--- src/inc/pdcr_pkg.sv ---
package pdcr_pkg;

    // ----------------------------------------------------------------
    // Register offsets
    // ----------------------------------------------------------------
    localparam logic [7:0] FB_HI_OFS   = 8'h28;
    localparam logic [7:0] FB_MID_OFS  = 8'h29;
    localparam logic [7:0] FB_LO_OFS   = 8'h2A;
    localparam logic [7:0] IN1_HI_OFS  = 8'h2B;
    localparam logic [7:0] IN1_MID_OFS = 8'h2C;
    localparam logic [7:0] IN1_LO_OFS  = 8'h2D;
    localparam logic [7:0] IN2_HI_OFS  = 8'h2E;
    localparam logic [7:0] IN2_MID_OFS = 8'h2F;
    localparam logic [7:0] IN2_LO_OFS  = 8'h30;
    localparam logic [7:0] IN3_HI_OFS  = 8'h31;
    localparam logic [7:0] IN3_MID_OFS = 8'h32;
    localparam logic [7:0] IN3_LO_OFS  = 8'h33;
    localparam logic [7:0] IN4_HI_OFS  = 8'h34;
    localparam logic [7:0] IN4_MID_OFS = 8'h35;
    localparam logic [7:0] IN4_LO_OFS  = 8'h36;

    localparam int NUM_REGS   = 15;
    localparam int NUM_INPUTS = 4;
    localparam int IDX_W      = 4;
    localparam int PREDIV_W   = 19;
    localparam int FB_LS_W    = 20;

    // ----------------------------------------------------------------
    // Register indices and field positions
    // ----------------------------------------------------------------
    localparam logic [IDX_W-1:0] FB_HI_IDX  = 4'h0;
    localparam logic [IDX_W-1:0] FB_MID_IDX = 4'h1;
    localparam logic [IDX_W-1:0] FB_LO_IDX  = 4'h2;
    localparam int PREDIV_IDX0 = 3;
    localparam int FB_HS_MSB   = 7;
    localparam int FB_HS_LSB   = 5;
    localparam int FB_RSV_BIT  = 4;
    localparam int FB_TOP_MSB  = 3;
    localparam int PD_TOP_MSB  = 2;
    localparam logic [3:0] FB_HS_BASE = 4'h4;

    // ----------------------------------------------------------------
    // Writable masks and reset values
    // ----------------------------------------------------------------
    localparam logic [7:0] FB_HI_WMASK = 8'hEF;
    localparam logic [7:0] PD_HI_WMASK = 8'h07;
    localparam logic [7:0] FULL_WMASK  = 8'hFF;

    localparam logic [7:0] FB_HI_RST  = 8'hC0;
    localparam logic [7:0] FB_MID_RST = 8'h00;
    localparam logic [7:0] FB_LO_RST  = 8'hF9;
    localparam logic [7:0] PD_HI_RST  = 8'h00;
    localparam logic [7:0] PD_MID_RST = 8'h00;
    localparam logic [7:0] PD_LO_RST  = 8'h09;
    localparam logic [7:0] PD_LO2_RST = 8'h00;

    localparam logic [NUM_REGS-1:0][7:0] REG_WMASK = {
        FULL_WMASK, FULL_WMASK, PD_HI_WMASK, FULL_WMASK, FULL_WMASK, PD_HI_WMASK,
        FULL_WMASK, FULL_WMASK, PD_HI_WMASK, FULL_WMASK, FULL_WMASK, PD_HI_WMASK,
        FULL_WMASK, FULL_WMASK, FB_HI_WMASK};

    localparam logic [NUM_REGS-1:0][7:0] REG_RST = {
        PD_LO2_RST, PD_MID_RST, PD_HI_RST, PD_LO_RST, PD_MID_RST, PD_HI_RST,
        PD_LO2_RST, PD_MID_RST, PD_HI_RST, PD_LO_RST, PD_MID_RST, PD_HI_RST,
        FB_LO_RST, FB_MID_RST, FB_HI_RST};

    // ----------------------------------------------------------------
    // Carriers
    // ----------------------------------------------------------------
    typedef struct packed {
        logic       wr;
        logic       rd;
        logic [7:0] addr;
        logic [7:0] wdata;
    } pdcr_req_t;

    typedef struct packed {
        logic [2:0]                            fb_hs_code;
        logic [3:0]                            fb_hs_ratio;
        logic [FB_LS_W-1:0]                    fb_ls;
        logic [NUM_INPUTS-1:0][PREDIV_W-1:0]   prediv;
    } pdcr_cfg_t;

endpackage

--- src/core/pdcr_byte_reg.sv ---
`timescale 1ns/1ps
module pdcr_byte_reg
    import pdcr_pkg::*;
#(
    parameter logic [7:0] WMASK = 8'hFF,
    parameter logic [7:0] RST   = 8'h00
) (
    input  wire logic       clk_i,
    input  wire logic       rst_n_i,
    input  wire logic       we_i,
    input  wire logic [7:0] wdata_i,
    output logic      [7:0] q_o
);

    logic [7:0] val_ff;

    // Reserved bits are never stored, so they read zero
    always_ff @(posedge clk_i or negedge rst_n_i) begin
        if (!rst_n_i) begin
            val_ff <= RST & WMASK;
        end else if (we_i) begin
            val_ff <= wdata_i & WMASK;
        end
    end

    assign q_o = val_ff;

endmodule

--- src/core/pdcr_read_port.sv ---
`timescale 1ns/1ps
module pdcr_read_port
    import pdcr_pkg::*;
#(
    parameter int NUM = NUM_REGS
) (
    input  wire logic                  clk_i,
    input  wire logic                  rst_n_i,
    input  wire logic                  rd_i,
    input  wire logic                  hit_i,
    input  wire logic [IDX_W-1:0]      idx_i,
    input  wire logic [NUM-1:0][7:0]   regs_i,
    output logic                       ack_o,
    output logic      [7:0]            rdata_o
);

    logic       ack_ff;
    logic [7:0] rdata_ff;

    always_ff @(posedge clk_i or negedge rst_n_i) begin
        if (!rst_n_i) begin
            ack_ff <= 1'b0;
        end else begin
            ack_ff <= rd_i;
        end
    end

    // Unmapped addresses read as zero
    always_ff @(posedge clk_i or negedge rst_n_i) begin
        if (!rst_n_i) begin
            rdata_ff <= 8'h00;
        end else if (rd_i) begin
            rdata_ff <= (hit_i && (int'(idx_i) < NUM)) ? regs_i[idx_i] : 8'h00;
        end
    end

    assign ack_o   = ack_ff;
    assign rdata_o = rdata_ff;

endmodule

--- src/core/pdcr_regs.sv ---
`timescale 1ns/1ps
// Function
// [RULE1] High-speed feedback code in bits 7:5; codes 0..7 divide by 4..11.
// [RULE2] Feedback low-speed divider is 20 bits: top nibble, middle byte, low byte.
// [RULE3] Feedback registers reset to C0, 00 and F9.
// [RULE4] Input 1 pre-divider: 19 bits, upper three bits in low bits of hi register.
// [RULE5] Input 2 pre-divider: same hi, mid, lo split.
// [RULE6] Input 3 pre-divider: only low three bits of hi register writable.
// [RULE7] Input 4 pre-divider: upper three bits in low bits of its first register.
// [RULE8] Inputs 1 and 3 pre-divider low bytes reset to 09, hi registers zero.
// [RULE9] Bit 4 of feedback hi and bits 7:3 of pre-divider hi are read-only.
// [RULE10] Read-only bits read zero and ignore writes, sparing neighbouring fields.
// [RULE11] Host writes every byte of a divider before relying on the new ratio.
module pdcr_regs
    import pdcr_pkg::*;
#(
    parameter int N_INPUTS = NUM_INPUTS,
    parameter int PD_W     = PREDIV_W
) (
    input  wire logic       clk_i,
    input  wire logic       rst_n_i,
    input  wire pdcr_req_t  req_i,
    output logic            ack_o,
    output logic      [7:0] rdata_o,
    output pdcr_cfg_t       cfg_o
);

    // ----------------------------------------------------------------
    // Elaboration checks
    // ----------------------------------------------------------------
    if (N_INPUTS != NUM_INPUTS) begin : g_bad_inputs
        $error("Register map serves exactly four inputs");
    end
    if (PD_W != PREDIV_W) begin : g_bad_width
        $error("Pre-divider width is fixed by the byte split");
    end

    // ----------------------------------------------------------------
    // Address decode
    // ----------------------------------------------------------------
    function automatic logic reg_hit(input logic [7:0] addr);
        reg_hit = (addr >= FB_HI_OFS) && (addr <= IN4_LO_OFS);
    endfunction

    function automatic logic [IDX_W-1:0] reg_idx(input logic [7:0] addr);
        logic [7:0] diff;
        diff    = addr - FB_HI_OFS;
        reg_idx = diff[IDX_W-1:0];
    endfunction

    logic                     wr_hit;
    logic                     rd_hit;
    logic [IDX_W-1:0]         wr_idx;
    logic [IDX_W-1:0]         rd_idx;
    logic [NUM_REGS-1:0][7:0] regs_w;

    assign wr_hit = req_i.wr && reg_hit(req_i.addr);
    assign rd_hit = reg_hit(req_i.addr);
    assign wr_idx = reg_idx(req_i.addr);
    assign rd_idx = reg_idx(req_i.addr);

    // ----------------------------------------------------------------
    // Register cells
    // ----------------------------------------------------------------
    for (genvar i = 0; i < NUM_REGS; i++) begin : g_reg
        pdcr_byte_reg #(
            .WMASK (REG_WMASK[i]), // [RULE9]
            .RST   (REG_RST[i])
        ) u_cell (
            .clk_i   (clk_i),
            .rst_n_i (rst_n_i),
            .we_i    (wr_hit && (wr_idx == IDX_W'(i))), // [RULE10]
            .wdata_i (req_i.wdata),
            .q_o     (regs_w[i])
        );
    end

    // ----------------------------------------------------------------
    // Read path
    // ----------------------------------------------------------------
    pdcr_read_port #(
        .NUM (NUM_REGS)
    ) u_read (
        .clk_i   (clk_i),
        .rst_n_i (rst_n_i),
        .rd_i    (req_i.rd),
        .hit_i   (rd_hit),
        .idx_i   (rd_idx),
        .regs_i  (regs_w),
        .ack_o   (ack_o),
        .rdata_o (rdata_o)
    );

    // ----------------------------------------------------------------
    // Divider assembly
    // ----------------------------------------------------------------
    pdcr_cfg_t  nxt_cfg;
    pdcr_cfg_t  cfg_ff;
    logic [7:0] fb_hi_w;
    logic [7:0] fb_mid_w;
    logic [7:0] fb_lo_w;

    assign fb_hi_w  = regs_w[FB_HI_IDX];
    assign fb_mid_w = regs_w[FB_MID_IDX];
    assign fb_lo_w  = regs_w[FB_LO_IDX];

    always_comb begin
        nxt_cfg             = '0;
        nxt_cfg.fb_hs_code  = fb_hi_w[FB_HS_MSB:FB_HS_LSB]; // [RULE1]
        nxt_cfg.fb_hs_ratio = {1'b0, fb_hi_w[FB_HS_MSB:FB_HS_LSB]} + FB_HS_BASE; // [RULE1]
        nxt_cfg.fb_ls       = {fb_hi_w[FB_TOP_MSB:0], fb_mid_w, fb_lo_w}; // [RULE2]
        for (int k = 0; k < NUM_INPUTS; k++) begin
            // Upper three bits, middle byte, low byte per input
            nxt_cfg.prediv[k] = {regs_w[PREDIV_IDX0 + 3 * k][PD_TOP_MSB:0],
                                 regs_w[PREDIV_IDX0 + 3 * k + 1],
                                 regs_w[PREDIV_IDX0 + 3 * k + 2]}; // [RULE4] [RULE5] [RULE6] [RULE7]
        end
    end

    // Takes the new ratio one cycle after the byte lands; partial
    // updates pass straight through, the host sequences the bytes
    always_ff @(posedge clk_i or negedge rst_n_i) begin
        if (!rst_n_i) begin
            cfg_ff.fb_hs_code  <= FB_HI_RST[FB_HS_MSB:FB_HS_LSB]; // [RULE3]
            cfg_ff.fb_hs_ratio <= {1'b0, FB_HI_RST[FB_HS_MSB:FB_HS_LSB]} + FB_HS_BASE;
            cfg_ff.fb_ls       <= {FB_HI_RST[FB_TOP_MSB:0], FB_MID_RST, FB_LO_RST};
            for (int k = 0; k < NUM_INPUTS; k++) begin
                cfg_ff.prediv[k] <= {REG_RST[PREDIV_IDX0 + 3 * k][PD_TOP_MSB:0],
                                     REG_RST[PREDIV_IDX0 + 3 * k + 1],
                                     REG_RST[PREDIV_IDX0 + 3 * k + 2]}; // [RULE8]
            end
        end else begin
            cfg_ff <= nxt_cfg; // [RULE11]
        end
    end

    assign cfg_o = cfg_ff;

    logic wr_seen_ff;

    always_ff @(posedge clk_i or negedge rst_n_i) begin
        if (!rst_n_i) begin
            wr_seen_ff <= 1'b0;
        end else if (wr_hit) begin
            wr_seen_ff <= 1'b1;
        end
    end
endmodule

--- config.mk ---
export PLATFORM = sky130hd
export DESIGN_NAME = pdcr_regs
export DESIGN_NICKNAME = d
export VERILOG_FILES = /design/src/inc/pdcr_pkg.sv /design/src/core/pdcr_byte_reg.sv /design/src/core/pdcr_read_port.sv /design/src/core/pdcr_regs.sv
export SDC_FILE = /design/constraint.sdc
export NUM_CORES = 1
export LEC_CHECK = 0
export BUFFER_PORTS_ARGS = -buffer_cell sky130_fd_sc_hd__buf_4
export CAP_MARGIN = 20
export CORE_MARGIN = 2
export CORE_UTILIZATION = 34
export CTS_BUF_LIST = sky130_fd_sc_hd__clkbuf_2 sky130_fd_sc_hd__clkbuf_4 sky130_fd_sc_hd__clkbuf_8
export DETAILED_ROUTE_END_ITERATION = 8
export GPL_TIMING_DRIVEN = 0
export PLACE_DENSITY = 0.55
export SLEW_MARGIN = 40
export SYNTH_ARGS = -nofsm -noshare
export SYNTH_HDL_FRONTEND = slang
export SYNTH_HIERARCHICAL = 1
export SYNTH_SLANG_ARGS = --single-unit
--- constraint.sdc ---
create_clock -name clk_i -period 1.4 [get_ports clk_i]
set_clock_uncertainty 0.2 [all_clocks]
set_input_delay 0.07 -clock clk_i [delete_from_list [all_inputs] [get_ports clk_i]]
set_output_delay 0.07 -clock clk_i [all_outputs]
set_load 0.02 [all_outputs]
==> metrics.csv, run 1 <==
metric,value,unit
status,finished with violations,
violations,"negative hold slack, negative setup slack",
worstPathRequired,1.57,ns
fin_total_pwr,13600,uW
hold_ws,-0.743,ns
vdd_drop_max,513,uV
final_antenna_net_count,0,
clockBufferDepth,3,
setup_ws,-0.233,ns
synth_cell_types,30,
dieArea,25900,um^2
num_rows,57,
start_kind,flip-flop,
switchingPower,3230,uW
fin_nets,719,
antenna_cells,0,
worstSetupPathType,flip-flop to flip-flop,
maxSlewViolCount,0,
synth_edf_count,0,
yosys_register_bits,208,
post-place-ws,-0.736,ns
clock_sinks,208,
syn_to_final_growth,33.7,%
synth.cells.most_frequent,"dfrtp_1 (184), mux2_4 (87), buf_4 (25), dfstp_2 (24), o211ai_1 (23)",
synthTopCellsByArea,"dfrtp_1 (55%), mux2_4 (16%), dfstp_2 (7.5%)",
synth.cell_area,8360,um^2
setup_viol,24,
ios,132,
drtIter0Drc,241,
arrival,1.81,ns
synth.avg_cell_area,17.6,um^2
vias,4792,
fin_crit_sh,1.17,
fp.dieW,161,um
grt_max_degree,59,
cts_root_buf,clkbuf_8,
wl,20.4,mm
synthArstFlopShare,1.00,
synth_top_area_frac,0.551,
die_h,161,um
endpoint_kind,flip-flop,
core,24200,um^2
layout-drive-gt1-share,0.593,
grt_pass1_wl,31.6,mm
drc,0,
drv_cap,0,
comb_power_share,0.100,
routedWlPerCell,19.5,um
reg2regPathDepth,3,
yosysSeqAreaShare,0.626,
synth_top_cell_by_area,dfrtp_1,
dp_hpwl,13.4,mm
first_global_vias,5318,
port_buffers,131,
netlist_instances,475,
htree_num_levels,2,
layoutNonFillerInstCount,1048,
cts_hold_buffers,9,
clkPwrFrac,0.425,
cts_tree,built,
grt-ovfl-total,0,
seq_power_share,0.475,
p_per_area,1220,nW/um^2
clk-insertion-delay-late,0.51,ns
avgViaCountPerCell,4.57,
cts_buffers,35,
synth_flop_cell,dfrtp_1,
worstPathMaxFanout,2,
fmax,0.612,GHz
place_inst,949,
synth.most_common_cell,dfrtp_1,
gp_congestion,0.836,
hold_viol_final,150,
period_needed,1.63,ns
antenna_found_initial,0,
hold_path_class,input port to asynchronous set/reset pin,
drt_first_pass_iters,4,
p_leak,0.00553,uW
rsz0062_at_grt,true,
grtUsageTotal,0.161,
p_int,10400,uW
yosys_warnings,6,
clk_pin_slew,0.06,ns
start_util,0.345,
switching_share,0.237,
==> kinds of logic (layout without fill, tap and decap cells) <==
logic type                count (synthesis)  count (layout)  share of synthesized area
muxes                                   139             139                      0.263
xor gates and xnor gates                  1               1                    0.00105
other                                     5              21                    0.00225
DFF                                     208             208                      0.626
buffers and inverters                    54             287                     0.0510
and+or+nand+nor                          42              42                     0.0331
AOI/OAI and AO/OA                        26              26                     0.0235
==> critical path, cell delays in order (launching register included) <==
cell	delay, ns
dfrtp_1	0.38
mux4_2	0.47
o211ai_1	0.29
o211ai_1	0.16
==> sequential cells by signal, summed over array words and instances (netlist names) <==
| name | count |
|---|---|
| g.u_cell/q_o | 99 |
| cfg_o | 100 |
| u_read/rdata_o | 8 |
| u_read/ack_o | 1 |
==> final timing paths <==
kind                                              start                     end  slack (ns)
worst max register to register  g_reg[10].u_cell/q_o[1]       u_read/rdata_o[1]       -0.23
min in group clk_i                            req_i[10]  g_reg[9].u_cell/q_o[0]       -0.04
max in group asynchronous                       rst_n_i  g_reg[0].u_cell/q_o[6]        0.48
worst max-delay path            g_reg[10].u_cell/q_o[1]       u_read/rdata_o[1]       -0.23
worst min-delay path                            rst_n_i               cfg_o[57]       -0.74
worst min register to register   g_reg[0].u_cell/q_o[6]               cfg_o[97]        0.18
==> layer usage <==
metal | GRT usage | up-vias | share of wire
li1 | - | 2141 | -
met1 | 0.220 | 2474 | 0.45
met2 | 0.255 | 140 | 0.47
met3 | 0.0380 | 37 | 0.053
met4 | 0.0536 | 0 | 0.025
met5 | 0 | - | 0
==> metrics by stage <==
step	setup TNS [ns]	area [um^2]	util
2_1_floorplan	-27.03	8500	-
3_3_place_gp	-298.19	9890	0.408
4_1_cts	-2.37	11100	0.458
3_5_place_dp	-58.45	9980	0.412
6_report	-1.87	11200	0.461
5_1_grt	-2.96	11200	0.461
==> cells in the final DEF, fill, tap and decap left out, drive strengths merged, types with 2 or more instances in the layout <==
master and instances:
nand2b 9, mux2 99, nor3 15, buf 207, o211ai 23, clkbuf 62, conb 21, dfstp 24
nand4b 2, dfrtp 184, clkinv 3, or4bb 2, mux2i 16, inv 4, dlygate4sd3 9, nand3b 9
mux4 24
==> area by class of cell <==
type	instances	area (um^2)
clock buffer	57	716
clock inverter	5	52.6
multi-input combinational	229	2870
sequential	208	5240
tap	324	405
timing repair buffer	172	1450
buffer	49	432
inverter	4	15.0
fill	2159	13100
==> what timing repair did <==
item,4_1_cts,5_1_grt
setup buffers,26,3
endpoints found under the hold margin,251,109
gates resized for setup,27,17
endpoints found under the setup margin,32,83
pin swaps,11,11
==> power by group through the flow <==
stage                     combinational [uW]  sequential (uW)  clock (uW)
final                                   1360             6480        5800
after global routing                    1460             6520        6270
after CTS                               1360             6490        6000
after detailed placement                1250             6600           0
after global placement                  1200             6590           0
after floorplan                          497             6710           0
(Power assumes the default switching activity.)
==> run 2: changes to the inputs <==
--- a/config.mk
+++ b/config.mk
@@ -8,11 +8,11 @@
 export BUFFER_PORTS_ARGS = -buffer_cell sky130_fd_sc_hd__buf_4
 export CAP_MARGIN = 20
 export CORE_MARGIN = 2
-export CORE_UTILIZATION = 34
+export CORE_UTILIZATION = 40
 export CTS_BUF_LIST = sky130_fd_sc_hd__clkbuf_2 sky130_fd_sc_hd__clkbuf_4 sky130_fd_sc_hd__clkbuf_8
 export DETAILED_ROUTE_END_ITERATION = 8
 export GPL_TIMING_DRIVEN = 0
-export PLACE_DENSITY = 0.55
+export PLACE_DENSITY = 0.63
 export SLEW_MARGIN = 40
 export SYNTH_ARGS = -nofsm -noshare
 export SYNTH_HDL_FRONTEND = slang
==> metrics.csv, run 2 (synthesis results as in run 1) <==
metric,value,unit,change
status,finished with violations,,unchanged
violations,"negative hold slack, negative setup slack",,unchanged
drtIter0Drc,256,,was 241
vias,4791,,was 4792
drv_cap,0,,unchanged
grtUsageTotal,0.179,,was 0.161
grt_max_degree,74,,was 59
grt-ovfl-total,0,,unchanged
max-slew-margin-rel,0.644,,
hold_path_class,input port to asynchronous set/reset pin,,unchanged
largest_reg_flops,100,,unchanged
most-common-layout-cells,"dfrtp_1 (184), buf_4 (172), mux2_4 (87)",,"was dfrtp_1 (184), buf_4 (162), mux2_4 (87)"
antenna_cells,0,,unchanged
setup_ws,-0.205,ns,was -0.233 ns
worstPathRequired,1.56,ns,was 1.57 ns
dp_hpwl,12.7,mm,was 13.4 mm
core,20400,um^2,was 24200 um^2
mostFrequentLayoutCell,dfrtp_1,,unchanged
first_global_vias,5159,,was 5318
arrival,1.76,ns,was 1.81 ns
num_rows,52,,was 57
port_buffers,131,,unchanged
fin_crit_sh,1.15,,was 1.17
start_util,0.411,,was 0.345
worstSetupPathType,flip-flop to flip-flop,,unchanged
p_per_area,1190,nW/um^2,was 1220 nW/um^2
syn_to_final_growth,33.1,%,was 33.7%
drc,0,,unchanged
wl,19.2,mm,was 20.4 mm
clkPwrFrac,0.408,,was 0.425
cts_hold_buffers,11,,was 9
dieArea,22100,um^2,was 25900 um^2
period_needed,1.61,ns,was 1.63 ns
start_kind,flip-flop,,unchanged
avgViaCountPerCell,4.79,,was 4.57
seq_power_share,0.488,,was 0.475
fin_total_pwr,13300,uW,was 13600 uW
grt_pass1_wl,30.1,mm,was 31.6 mm
switchingPower,3150,uW,was 3230 uW
clk_pin_slew,0.06,ns,about the same
clockBufferDepth,3,,unchanged
hold_viol_final,63,,was 150
cts_buffers,34,,was 35
final_core_util,0.546,,was 0.461
die_h,149,um,was 161 um
clk-insertion-delay-late,0.50,ns,was 0.51 ns
comb_power_share,0.104,,was 0.100
gp_congestion,0.780,,was 0.836
worstPathMaxFanout,2,,unchanged
clock_sinks,208,,unchanged
tightest_slew,0.535,ns,
routedWlPerCell,19.1,um,was 19.5 um
p_leak,0.00553,uW,about the same
endpoint_kind,flip-flop,,unchanged
switching_share,0.237,,about the same
final_antenna_net_count,0,,unchanged
layout-drive-gt1-share,0.601,,was 0.593
cts_root_buf,clkbuf_8,,unchanged
cts_tree,built,,unchanged
antenna_found_initial,0,,unchanged
fp.dieW,149,um,was 161 um
fmax,0.623,GHz,was 0.612 GHz
htree_num_levels,2,,unchanged
vdd_drop_max,417,uV,was 513 uV
rsz0062_at_grt,true,,unchanged
maxSlewViolCount,0,,unchanged
p_int,10100,uW,was 10400 uW
fin_nets,726,,was 719
post-place-ws,-0.679,ns,was -0.736 ns
hold_ws,-0.0831,ns,was -0.743 ns
ios,132,,unchanged
setup_viol,22,,was 24
drt_first_pass_iters,4,,unchanged
## run 2: path summary, 6_finish.rpt
check / start / to / slack [ns] / cells past startpoint
setup / recovery: g_reg[11].u_cell/q_o[6] / u_read/rdata_o[6] / -0.21 / 3
hold / removal: rst_n_i / cfg_o[73] / -0.08 / 2
setup reg to reg: g_reg[11].u_cell/q_o[6] / u_read/rdata_o[6] / -0.21 / 3
hold reg to reg: g_reg[2].u_cell/q_o[5] / cfg_o[81] / 0.18 / 0
max in group asynchronous: rst_n_i / g_reg[0].u_cell/q_o[7] / 0.32 / 3
min in group clk_i: req_i[10] / u_read/rdata_o[3] / -0.04 / 6
## run 2: final cells by class
cell class	count	area (um^2)
Clock buffer	53	686
Timing Repair Buffer	180	1490
Tap cell	270	338
Buffer	49	432
Fill cell	1649	9240
Clock inverter	8	42.5
Sequential cell	208	5240
Inverter	4	15.0
Multi-Input combinational cell	229	2890
## run 2: repair_timing
action	CTS	global route
endpoints found under the hold margin	302	62
pin swaps	7	10
buffers inserted	32	4
gates cloned	0	0
resized for setup	28	21
endpoints found under the setup margin	32	83
## run 2: power by group through the flow
| stage | Clock (uW) | Combinational [uW] | Sequential, uW |
|---|---|---|---|
| floorplan | 0 | 497 | 6710 |
| global placement | 0 | 1200 | 6580 |
| detailed placement | 0 | 1240 | 6590 |
| CTS | 5590 | 1370 | 6480 |
| global route | 5900 | 1480 | 6510 |
| finish | 5420 | 1380 | 6480 |
## run 2: metrics by stage
stage / std cells / TNS [ns] / cell area [um^2] / hold slack (ns)
after floorplan: 491 / -27.03 / 8500 / -0.426
after detailed placement: 894 / -53.67 / 9880 / -0.150
after CTS: 997 / -2.03 / 11000 / -0.0762
final: 1001 / -1.69 / 11100 / -0.0831
after global routing: 1001 / -2.76 / 11100 / -0.0615
after global placement: 892 / -286.78 / 9820 / 0.00781
## run 2: per-layer routing
| metal | GRT usage | routed length, um |
|---|---|---|
| met1 | 0.246 | 8630 |
| met2 | 0.286 | 9220 |
| met3 | 0.0423 | 1010 |
| met4 | 0.0500 | 299 |
| met5 | 0 | 0 |
## run 2: worst max-delay path, cell delays in order, from the launching register on
cell and delay [ns]:
dfrtp_1 0.39, mux4_2 0.48, o211ai_1 0.27, o211ai_1 0.13
